File: config.mk
export PLATFORM = sky130hd
export DESIGN_NAME = bank_select_refresh_config
export DESIGN_NICKNAME = d
export VERILOG_FILES = /design/src/core/bank_select_refresh_config.v
export VERILOG_INCLUDE_DIRS = /design/src /design/src/inc
export SDC_FILE = /design/constraint.sdc
export NUM_CORES = 1
export LEC_CHECK = 0
export BUFFER_PORTS_ARGS = -buffer_cell sky130_fd_sc_hd__buf_4
export CAP_MARGIN = 15
export CORE_MARGIN = 10
export CORE_UTILIZATION = 50
export CTS_CLUSTER_DIAMETER = 80
export DETAILED_ROUTE_END_ITERATION = 12
export PLACE_DENSITY = 0.67
export SYNTH_ARGS = -nofsm -noshare
export SYNTH_HDL_FRONTEND = slang
export SYNTH_SLANG_ARGS = --single-unit
File: constraint.sdc
create_clock -name pclk -period 5.14 [get_ports pclk]
set_input_delay 1.028 -clock pclk [delete_from_list [all_inputs] [get_ports pclk]]
set_output_delay 1.028 -clock pclk [all_outputs]
set_load 0.02 [all_outputs]
File: src/inc/bank_select_refresh_config_map.vh
// Register map, field layout and timing constants of the bank select and refresh block
`ifndef BANK_SELECT_REFRESH_CONFIG_MAP_VH
`define BANK_SELECT_REFRESH_CONFIG_MAP_VH
`define ADDR_GLOBAL     8'h00
`define ADDR_FLAGS      8'h04
`define ADDR_BANK_BASE  8'h40
`define ADDR_BANK_LAST  8'h7c
`define GMR_RESET       32'h0000_0000
`define BR_RESET        32'h0000_0000
`define OR_RESET        32'h0000_0000
`define G_REFRESH_INTERVAL_COUNT_HI      31
`define G_REFRESH_INTERVAL_COUNT_LO      24
`define G_REFRESH_ENABLE_BIT          23
`define G_REFRESH_CYCLE_LENGTH_HI       22
`define G_REFRESH_CYCLE_LENGTH_LO       21
`define G_PGS_HI        20
`define G_PGS_LO        18
`define G_DPS_HI        17
`define G_DPS_LO        16
`define G_DWQ           15
`define G_EXTERNAL_MASTER_WAIT          14
`define G_SYNC          13
`define G_INTERNAL_ADDR_MULTIPLEXING          12
`define B_BA_HI         27
`define B_BA_LO         11
`define B_FC_HI         10
`define B_FC_LO         7
`define B_BANK_PARITY_ENABLE         3
`define B_WP            1
`define B_V             0
`define O_BANK_WAIT_STATES_HI       31
`define O_BANK_WAIT_STATES_LO       28
`define O_FCM_HI        10
`define O_FCM_LO        7
`define O_PAGE_MODE_ENABLE          3
`define O_SPS_HI        2
`define O_SPS_LO        1
`define O_DRAM_BANK_SELECT         0
`define F_WPE           0
`define F_PER           1
`define WIDTH_32        2'b00
`define WIDTH_8         2'b01
`define WIDTH_16        2'b10
`define CPU_SPACE       3'b111
`define REF_PRESCALE    8'd15
`define REF_BIAS        8'd2
`define REFRESH_CYCLE_LENGTH_BASE       3'd2
`define PAGE_MIN_SHIFT  5'd9
`endif

File: src/core/bank_select_refresh_config.v
// Bank decode, wait control, refresh timer and APB register file of the memory controller
`timescale 1ns/1ps
`include "bank_select_refresh_config_map.vh"
module bank_select_refresh_config
(
	input  wire        pclk,
	input  wire        presetn,
	input  wire        psel,
	input  wire        penable,
	input  wire        pwrite,
	input  wire [7:0]  paddr,
	input  wire [31:0] pwdata,
	output reg  [31:0] prdata,
	output wire        pready,
	output wire        pslverr,
	input  wire        address_strobe_n,
	input  wire        master_read,
	input  wire [31:0] master_addr,
	input  wire [3:0]  master_fc,
	input  wire [31:0] master_data,
	input  wire [3:0]  master_parity,
	output wire [7:0]  bank_select_n,
	output wire [1:0]  bus_size_acknowledge_n,
	output wire        refresh_active,
	output wire        internal_addr_multiplexing,
	output wire        page_hit
);
	localparam S_IDLE = 4'b0001;
	localparam S_WAIT = 4'b0010;
	localparam S_ACK  = 4'b0100;
	localparam S_END  = 4'b1000;

	reg  [31:0] global_memory_config_ff;
	reg  [1:0]  memory_error_flags_ff;
	reg  [31:0] bank_base_setup_ff [0:7];
	reg  [31:0] bank_option_setup_ff [0:7];
	reg  [3:0]  state_ff;
	reg  [3:0]  nxt_state;
	reg  [4:0]  wait_ff;
	reg  [4:0]  nxt_wait;
	reg  [7:0]  sel_n_ff;
	reg  [7:0]  nxt_sel_n;
	reg  [1:0]  ack_n_ff;
	reg  [1:0]  nxt_ack_n;
	reg  [2:0]  bank_ff;
	reg  [2:0]  nxt_bank;
	reg  [31:0] page_ff;
	reg         page_valid_ff;
	reg         page_hit_ff;
	reg         as_fall_ff;
	reg         as_sync_ff;
	reg  [7:0]  pre_ff;
	reg  [7:0]  ivl_ff;
	reg  [2:0]  refresh_cycle_length_ff;
	reg         hit_any;
	reg  [2:0]  hit_idx;
	reg  [7:0]  hit;
	reg  [1:0]  width;
	reg  [4:0]  waits;
	reg         wp_err;
	reg         par_err;
	reg         this_page;
	reg  [31:0] page_mask;
	integer     i;
	// Own index for the reset loop, so the decode loop index has one driver
	integer     k;

	wire        sync_mode = global_memory_config_ff[`G_SYNC];
	wire [31:0] global_memory_config = global_memory_config_ff;
	wire [31:0] br  = bank_base_setup_ff[hit_idx];
	wire [31:0] opt = bank_option_setup_ff[hit_idx];
	wire        wr_acc = psel & penable & pwrite;
	wire        rd_setup = psel & ~penable & ~pwrite;
	wire        bank_area = paddr >= `ADDR_BANK_BASE && paddr <= `ADDR_BANK_LAST;
	wire        mapped = paddr == `ADDR_GLOBAL || paddr == `ADDR_FLAGS || bank_area;
	wire [2:0]  pidx = paddr[5:3];
	wire        as_n;
	wire        tick;
	wire        cycle_start;
	wire [3:0]  bad_par;

	assign pready  = 1'b1;
	assign pslverr = psel & penable & ~mapped;
	assign bank_select_n = sel_n_ff;
	assign bus_size_acknowledge_n = ack_n_ff;
	assign refresh_active = refresh_cycle_length_ff != 3'd0;
	assign internal_addr_multiplexing = global_memory_config[`G_INTERNAL_ADDR_MULTIPLEXING];
	assign page_hit = page_hit_ff;

	// Strobe path: direct when clocked, else falling-edge then rising-edge stage
	always @(negedge pclk or negedge presetn)
	begin
		if (!presetn)
			as_fall_ff <= 1'b1;
		else
			as_fall_ff <= address_strobe_n;
	end

	always @(posedge pclk or negedge presetn)
	begin
		if (!presetn)
			as_sync_ff <= 1'b1;
		else
			as_sync_ff <= as_fall_ff;
	end

	// A negation shorter than a clock may be missed here
	assign as_n = sync_mode ? address_strobe_n : as_sync_ff;

	// Bank decode; lowest matching bank wins when areas overlap
	always @*
	begin
		hit_any = 1'b0;
		hit_idx = 3'd0;
		for (i = 0; i < 8; i = i + 1)
		begin
			hit[i] = bank_base_setup_ff[i][`B_V]
				&& ((master_addr[`B_BA_HI:`B_BA_LO] ^ bank_base_setup_ff[i][`B_BA_HI:`B_BA_LO])
				& bank_option_setup_ff[i][`B_BA_HI:`B_BA_LO]) == 17'h0_0000
				&& ((master_fc ^ bank_base_setup_ff[i][`B_FC_HI:`B_FC_LO])
				& ~bank_option_setup_ff[i][`O_FCM_HI:`O_FCM_LO]) == 4'h0
				&& master_fc[2:0] != `CPU_SPACE;
		end
		for (i = 7; i >= 0; i = i - 1)
		begin
			if (hit[i])
			begin
				hit_any = 1'b1;
				hit_idx = i[2:0];
			end
		end
	end

	// Port width, wait count, page compare and error checks for the hit bank
	always @*
	begin
		if (opt[`O_DRAM_BANK_SELECT])
			width = global_memory_config[`G_DPS_HI:`G_DPS_LO];
		else
			width = opt[`O_SPS_HI:`O_SPS_LO];
		page_mask = 32'hffff_ffff << (`PAGE_MIN_SHIFT + {2'b00, global_memory_config[`G_PGS_HI:`G_PGS_LO]});
		this_page = page_valid_ff && bank_ff == hit_idx
			&& (master_addr & page_mask) == page_ff
			&& opt[`O_DRAM_BANK_SELECT] && opt[`O_PAGE_MODE_ENABLE];
		if (this_page)
			waits = {4'h0, global_memory_config[`G_DWQ]};
		else
			waits = {1'b0, opt[`O_BANK_WAIT_STATES_HI:`O_BANK_WAIT_STATES_LO]};
		if (!sync_mode && global_memory_config[`G_EXTERNAL_MASTER_WAIT] && !this_page)
			waits = waits + 5'd1;
		wp_err = !master_read && br[`B_WP];
		par_err = master_read && br[`B_BANK_PARITY_ENABLE] && sync_mode && bad_par != 4'h0;
	end

	// Odd parity per byte lane
	genvar g;
	generate
		for (g = 0; g < 4; g = g + 1)
		begin : lane
			assign bad_par[g] = ~^{master_data[8*g+7:8*g], master_parity[g]};
		end
	endgenerate

	assign cycle_start = state_ff == S_IDLE && !as_n && hit_any;

	// Bus cycle sequencer
	always @*
	begin
		nxt_state = state_ff;
		nxt_wait  = wait_ff;
		nxt_sel_n = sel_n_ff;
		nxt_ack_n = ack_n_ff;
		nxt_bank  = bank_ff;
		case (state_ff)
			S_IDLE:
			begin
				if (cycle_start)
				begin
					nxt_sel_n = ~(8'h01 << hit_idx);
					nxt_bank  = hit_idx;
					nxt_wait  = waits;
					if (wp_err)
						nxt_state = S_END;
					else if (waits == 5'd0)
						nxt_state = S_ACK;
					else
						nxt_state = S_WAIT;
				end
			end
			S_WAIT:
			begin
				nxt_wait = wait_ff - 5'd1;
				if (wait_ff == 5'd1)
					nxt_state = S_ACK;
				if (as_n)
				begin
					nxt_state = S_IDLE;
					nxt_sel_n = 8'hff;
				end
			end
			S_ACK:
			begin
				case (width)
					`WIDTH_8:  nxt_ack_n = 2'b10;
					`WIDTH_16: nxt_ack_n = 2'b01;
					default:   nxt_ack_n = 2'b00;
				endcase
				nxt_state = S_END;
			end
			S_END:
			begin
				if (as_n)
				begin
					nxt_state = S_IDLE;
					nxt_sel_n = 8'hff;
					nxt_ack_n = 2'b11;
				end
			end
			default:
			begin
				nxt_state = S_IDLE;
				nxt_sel_n = 8'hff;
				nxt_ack_n = 2'b11;
			end
		endcase
	end

	always @(posedge pclk or negedge presetn)
	begin
		if (!presetn)
		begin
			state_ff      <= S_IDLE;
			wait_ff       <= 5'd0;
			sel_n_ff      <= 8'hff;
			ack_n_ff      <= 2'b11;
			bank_ff       <= 3'd0;
			page_ff       <= 32'h0000_0000;
			page_valid_ff <= 1'b0;
			page_hit_ff   <= 1'b0;
		end
		else
		begin
			state_ff <= nxt_state;
			wait_ff  <= nxt_wait;
			sel_n_ff <= nxt_sel_n;
			ack_n_ff <= nxt_ack_n;
			bank_ff  <= nxt_bank;
			if (cycle_start)
			begin
				page_hit_ff   <= this_page;
				page_ff       <= master_addr & page_mask;
				page_valid_ff <= 1'b1;
			end
			// A refresh closes every open row, so no page hit after it
			if (refresh_active)
				page_valid_ff <= 1'b0;
		end
	end

	// Refresh timer: period is (count + bias) * prescale clocks
	assign tick = pre_ff == 8'd0;

	always @(posedge pclk or negedge presetn)
	begin
		if (!presetn)
		begin
			pre_ff  <= 8'd0;
			ivl_ff  <= 8'd0;
			refresh_cycle_length_ff <= 3'd0;
		end
		else
		begin
			if (!global_memory_config[`G_REFRESH_ENABLE_BIT] || tick)
				pre_ff <= `REF_PRESCALE - 8'd1;
			else
				pre_ff <= pre_ff - 8'd1;
			if (!global_memory_config[`G_REFRESH_ENABLE_BIT])
				ivl_ff <= global_memory_config[`G_REFRESH_INTERVAL_COUNT_HI:`G_REFRESH_INTERVAL_COUNT_LO] + `REF_BIAS - 8'd1;
			else if (tick)
			begin
				if (ivl_ff == 8'd0)
					ivl_ff <= global_memory_config[`G_REFRESH_INTERVAL_COUNT_HI:`G_REFRESH_INTERVAL_COUNT_LO] + `REF_BIAS - 8'd1;
				else
					ivl_ff <= ivl_ff - 8'd1;
			end
			if (global_memory_config[`G_REFRESH_ENABLE_BIT] && tick && ivl_ff == 8'd0)
				refresh_cycle_length_ff <= `REFRESH_CYCLE_LENGTH_BASE + {1'b0, global_memory_config[`G_REFRESH_CYCLE_LENGTH_HI:`G_REFRESH_CYCLE_LENGTH_LO]};
			else if (refresh_active)
				refresh_cycle_length_ff <= refresh_cycle_length_ff - 3'd1;
		end
	end

	// Register file; error set wins over a same-cycle clear
	always @(posedge pclk or negedge presetn)
	begin
		if (!presetn)
		begin
			global_memory_config_ff <= `GMR_RESET;
			memory_error_flags_ff   <= 2'b00;
			for (k = 0; k < 8; k = k + 1)
			begin
				bank_base_setup_ff[k]   <= `BR_RESET;
				bank_option_setup_ff[k] <= `OR_RESET;
			end
		end
		else
		begin
			if (wr_acc && paddr == `ADDR_GLOBAL)
				global_memory_config_ff <= pwdata;
			if (wr_acc && bank_area && !paddr[2])
				bank_base_setup_ff[pidx] <= pwdata;
			if (wr_acc && bank_area && paddr[2])
				bank_option_setup_ff[pidx] <= pwdata;
			memory_error_flags_ff[`F_WPE] <= (cycle_start && wp_err)
				|| (memory_error_flags_ff[`F_WPE]
				&& !(wr_acc && paddr == `ADDR_FLAGS && pwdata[`F_WPE]));
			memory_error_flags_ff[`F_PER] <= (cycle_start && !wp_err && par_err)
				|| (memory_error_flags_ff[`F_PER]
				&& !(wr_acc && paddr == `ADDR_FLAGS && pwdata[`F_PER]));
		end
	end

	// Read data captured in the setup phase
	always @(posedge pclk or negedge presetn)
	begin
		if (!presetn)
			prdata <= 32'h0000_0000;
		else if (rd_setup)
		begin
			if (paddr == `ADDR_GLOBAL)
				prdata <= global_memory_config_ff;
			else if (paddr == `ADDR_FLAGS)
				prdata <= {30'h0000_0000, memory_error_flags_ff};
			else if (bank_area && !paddr[2])
				prdata <= bank_base_setup_ff[pidx];
			else if (bank_area)
				prdata <= bank_option_setup_ff[pidx];
			else
				prdata <= 32'h0000_0000;
		end
	end
endmodule

# Word level (Yosys, flattened, before mapping)
# Index checks and enable logic that the tools add are counted.
# totals
ff_bits,655
wordCells,284
# op_classes
add_sub_neg,9
n_lt_le_gt_ge,5
eq_ne,16
shift,2
mux,63
n_bitwise,54
reduce_logical,103
# op_table
op,count
$bwmux W256,2
$bmux W32 S3,4
$mux W32,11
$and A17 B17 Y17,8
$logic_not A17 Y1,8
$xor A17 B17 Y17,8
$demux W32 S3,1
$logic_and A1 B1 Y1,53
$mux W8,6
$reduce_xnor A9 Y1,4
$mux W3,11
$and A32 B32 Y32,1
$and A4 B4 Y4,8
$eq A32 B32 Y1,1
$logic_not A4 Y1,8
$mux W4,8
$not A4 Y4,8
$shl A32 B5 Y32 const A,1
$xor A4 B4 Y4,8
$logic_not A8 Y1,3
$pmux W8 S3,1
$sub A8 B1 Y8 const B,3
$pmux W4 S4,1
$mux W1,11
41 further kinds,74

# Logic depth before layout (Yosys ltp)
# logic_depth
word_depth,28
depth_mapped,23

==> results.md <==
* Status: finished clean
* Worst-margin pin slew at 1.13 ns
* Reg clk slew, reported paths at 0.06 ns
* Sink Count at 655
* Largest net degree at the start of global routing at 185
* Cell area after layout at 38,300 sq um
* Cell Area, Synth at 32,800 sq um
* CP most frequent cell: a21oi_1
* Post-Syn Nets at 3,014
* Input/output buffers at 164
* Layout fillers at 5,345
* Post-synth EDFFs at 0
* Clk_lat worst skew at 0.62 ns
* Post-DP Area at 35,900 sq um
* Routability cong. at 0.999
* Syn avg cell area at 11.4 sq um
* Power per cell area at 338 nW/um^2
* Crit path launch: global_memory_config[18]$_DFFE_PN0P_
* Tcrit/Tclk final at 92.9%
* Die H at 276 um
* Fmax at 209 MHz
* RSZ-0062 raised after global routing: no
* Max-slew violation count at 0
* Post-Route WL at 123 mm
* CTS tree: done
* Die boundary width at 276 um
* Core Area at 64,700 sq um
* Critical Path Sink Type: register
* Initial core utilization at 50.6%
* Worst Setup Start Kind: register
* Layout cells sized above 1 at 34.0%
* Util after Layout at 59.2%
* Peak fanout along the critical path at 15
* Distinct cells, synth at 74
* Top FF cell, synth: dfrtp_1
* DRC Markers at 0
* First drt pass iteration count at 8
* I/O pins at 166
* Pleak at 18.1 nW
* Dpl hpwl at 82.9 mm
* Cts bufs inserted at 72
* Worst reg2reg startpoint: global_memory_config[18]$_DFFE_PN0P_
* CP Cell Sequence: ha_1 -> ha_4 -> nand2b_1 -> nor2_1 -> a32oi_1 -> o21ai_0 -> a21oi_1 -> o2111ai_1 -> or4_1 -> nor4_1 -> nand4_1 -> nor2_1 -> a21oi_1 -> ha_1 -> nor4_1 -> o31a_1 -> a21oi_1 -> a31o_1
* # setup viols final at 0
* Worst setup path class: register to register
* Post-CTS Setup Bufs at 0
* Slew headroom at 24.6%
* Area growth, synth to finish at 16.8%
* Buf+Inv Stages, Crit Path at 0
* Clock skew at 0.0289 ns
* Vias at 26.4k
* Post-route minimum period at 4.78 ns
* Max_cap viols at 0
* Initial antenna violation count at 1
* First-pass GRT wire length at 179 mm
* Min-delay worst type: input pin to asynchronous set/reset pin
* Number of global-route vias before repair at 26.4k
* Grt ovf at 0
* Seq cells post-synth at 655
* Hold slack at 0.294 ns
* Die area at 76,200 sq um
* H-tree depth at 3
* Crit path DAT at 5.28 ns
* Aggregate global-route resource usage at 31.7%
* Std-Cell Rows at 93
* Nets at 3,220
* Drt via density at 6.61
* Worst vdd ir at 0.198 mV
* Cell family with most CP delay: simple AND/OR/NAND/NOR gates
* Register area share after synthesis at 50.1%
* Cells after synthesis at 2,881
* Largest stage delay, worst path at 0.71 ns
* Routed Antenna Nets at 0
* Clock Tree Buf Depth at 3
* Critical path's slowest cell: or4_1
* R2R setup slack at 0.36 ns
* WP data required at 5.64 ns
* Ys async rst share at 100%
* Root Buffer: clkbuf_16
* Endpoints failing hold at 0
* Setup TNS at 0 ns
* Warnings from Yosys at 0
* First DRT Iteration DRCs at 3,246
* Avg WL per Cell at 30.7 um
==> report_power, final <==
| part | switching [mW] | leakage, nW | internal, mW |
|---|---|---|---|
| sequential | 0.343 | 8.88 | 5.52 |
| clock | 2.16 | 1.17 | 3.02 |
| combinational | 1.11 | 8.07 | 0.807 |
| total | 3.61 | 18.1 | 9.35 |
==> flip-flops by register name, summed over array words and instances (netlist names), 4 cells and up <==
register and cells:
bank_base_setup_ff 256, bank_option_setup_ff 256, global_memory_config 32, page_ff 32, prdata 32, bank_select_n 8
ivl_ff 8, pre_ff 8, wait_ff 5, state_ff 4
==> path summary, 6_finish.rpt <==
path | cells after the start | end
hold reg to reg | 1 | pre_ff[0]$_DFF_PN0_
hold / removal | 1 | page_ff[23]$_DFFE_PN0P_
setup reg to reg | 18 | state_ff[1]$_DFFE_PN0P_
setup / recovery | 18 | state_ff[1]$_DFFE_PN0P_
max in group asynchronous | 1 | as_fall_ff$_DFF_NN1_
min in group pclk | 1 | pre_ff[0]$_DFF_PN0_
==> synth_stat cells, types with 5 or more instances <==
cell type / n / area, sq um
nor4_1: 40 / 250
nand2b_1: 15 / 93.8
a211oi_1: 9 / 67.6
a31oi_1: 39 / 244
xnor2_1: 74 / 648
o211ai_1: 10 / 75.1
ha_1: 14 / 175
dfrtp_1: 642 / 16100
nor2b_1: 10 / 62.6
nand3b_1: 6 / 45.0
buf_4: 8 / 60.1
buf_1: 26 / 97.6
a221oi_1: 9 / 78.8
o22ai_1: 222 / 1390
o31ai_1: 9 / 67.6
o21ai_0: 110 / 551
inv_1: 41 / 154
nand2_1: 156 / 586
o21a_1: 6 / 45.0
dfstp_2: 13 / 342
o221ai_1: 34 / 298
a21oi_1: 68 / 340
nor3b_1: 10 / 75.1
nor2_1: 130 / 488
mux2i_1: 19 / 190
a2bb2oi_1: 29 / 254
nand3_1: 32 / 160
a22oi_1: 59 / 443
and3_1: 7 / 43.8
or2_2: 5 / 31.3
nor3_1: 45 / 225
clkbuf_1: 154 / 578
or4_1: 5 / 37.5
mux2_2: 549 / 6180
xor2_1: 154 / 1350
nand4_1: 24 / 150
buf_2: 19 / 95.1
==> repair_timing <==
| action | 4_1_cts | 5_1_grt |
|---|---|---|
| resized for setup | 0 | 2 |
| setup endpoints to repair | 0 | 2 |
| hold buffers | 0 | 0 |
==> per-layer routing <==
| layer | wire length (um) | vias up | global-route usage (%) |
|---|---|---|---|
| met5 | 0 | - | 0 |
| met4 | 6050 | 0 | 13.8 |
| met3 | 12100 | 401 | 7.44 |
| met2 | 55400 | 1533 | 48.8 |
| met1 | 49100 | 13421 | 42.4 |
| li1 | - | 11044 | - |
==> area by class of cell <==
type                       count  area [sq um]  share of cell area [%]
timing repair buffer         342          2850                    7.45
inverter                      41           154                   0.402
sequential                   655         16400                    42.9
clock buffer                 101          2080                    5.44
antenna                        1          2.50                 0.00654
multi-input combinational   1974         15500                    40.4
tap                          855          1070                    2.79
clock inverter                26           244                   0.637
==> metrics by stage <==
step	cells	worst slack, ns	total power [mW]
2_1_floorplan	2881	0.330	6.93
3_3_place_gp	3868	-0.136	7.76
3_5_place_dp	3868	-0.143	7.82
4_1_cts	3994	0.154	13.0
5_1_grt	3995	0.0761	13.4
6_report	3995	0.363	13.0
==> kinds of logic after synthesis <==
| logic type | count (synthesis) | share of synthesized area (%) |
|---|---|---|
| mux | 568 | 19.4 |
| flops | 655 | 50.1 |
| compound gates | 649 | 13.1 |
| simple gates | 514 | 7.63 |
| xor+xnor | 228 | 6.09 |
| other cells | 1 | 0.0114 |
| fa+ha+maj | 14 | 0.535 |
| buf+inv | 252 | 3.12 |
==> placed cells by master (no fill, tap or decap), types with 39 or more instances in the layout <==
master / instances
a21oi_1: 68
a22oi_1: 59
a31oi_1: 39
buf_4: 319
clkbuf_16: 73
dfrtp_1: 642
inv_1: 41
mux2_2: 549
nand2_1: 150
nor2_1: 117
nor3_1: 45
nor4_1: 40
o21ai_0: 110
o22ai_1: 222
xnor2_1: 74
xor2_1: 154
Power figures use the tool's default switching activity.
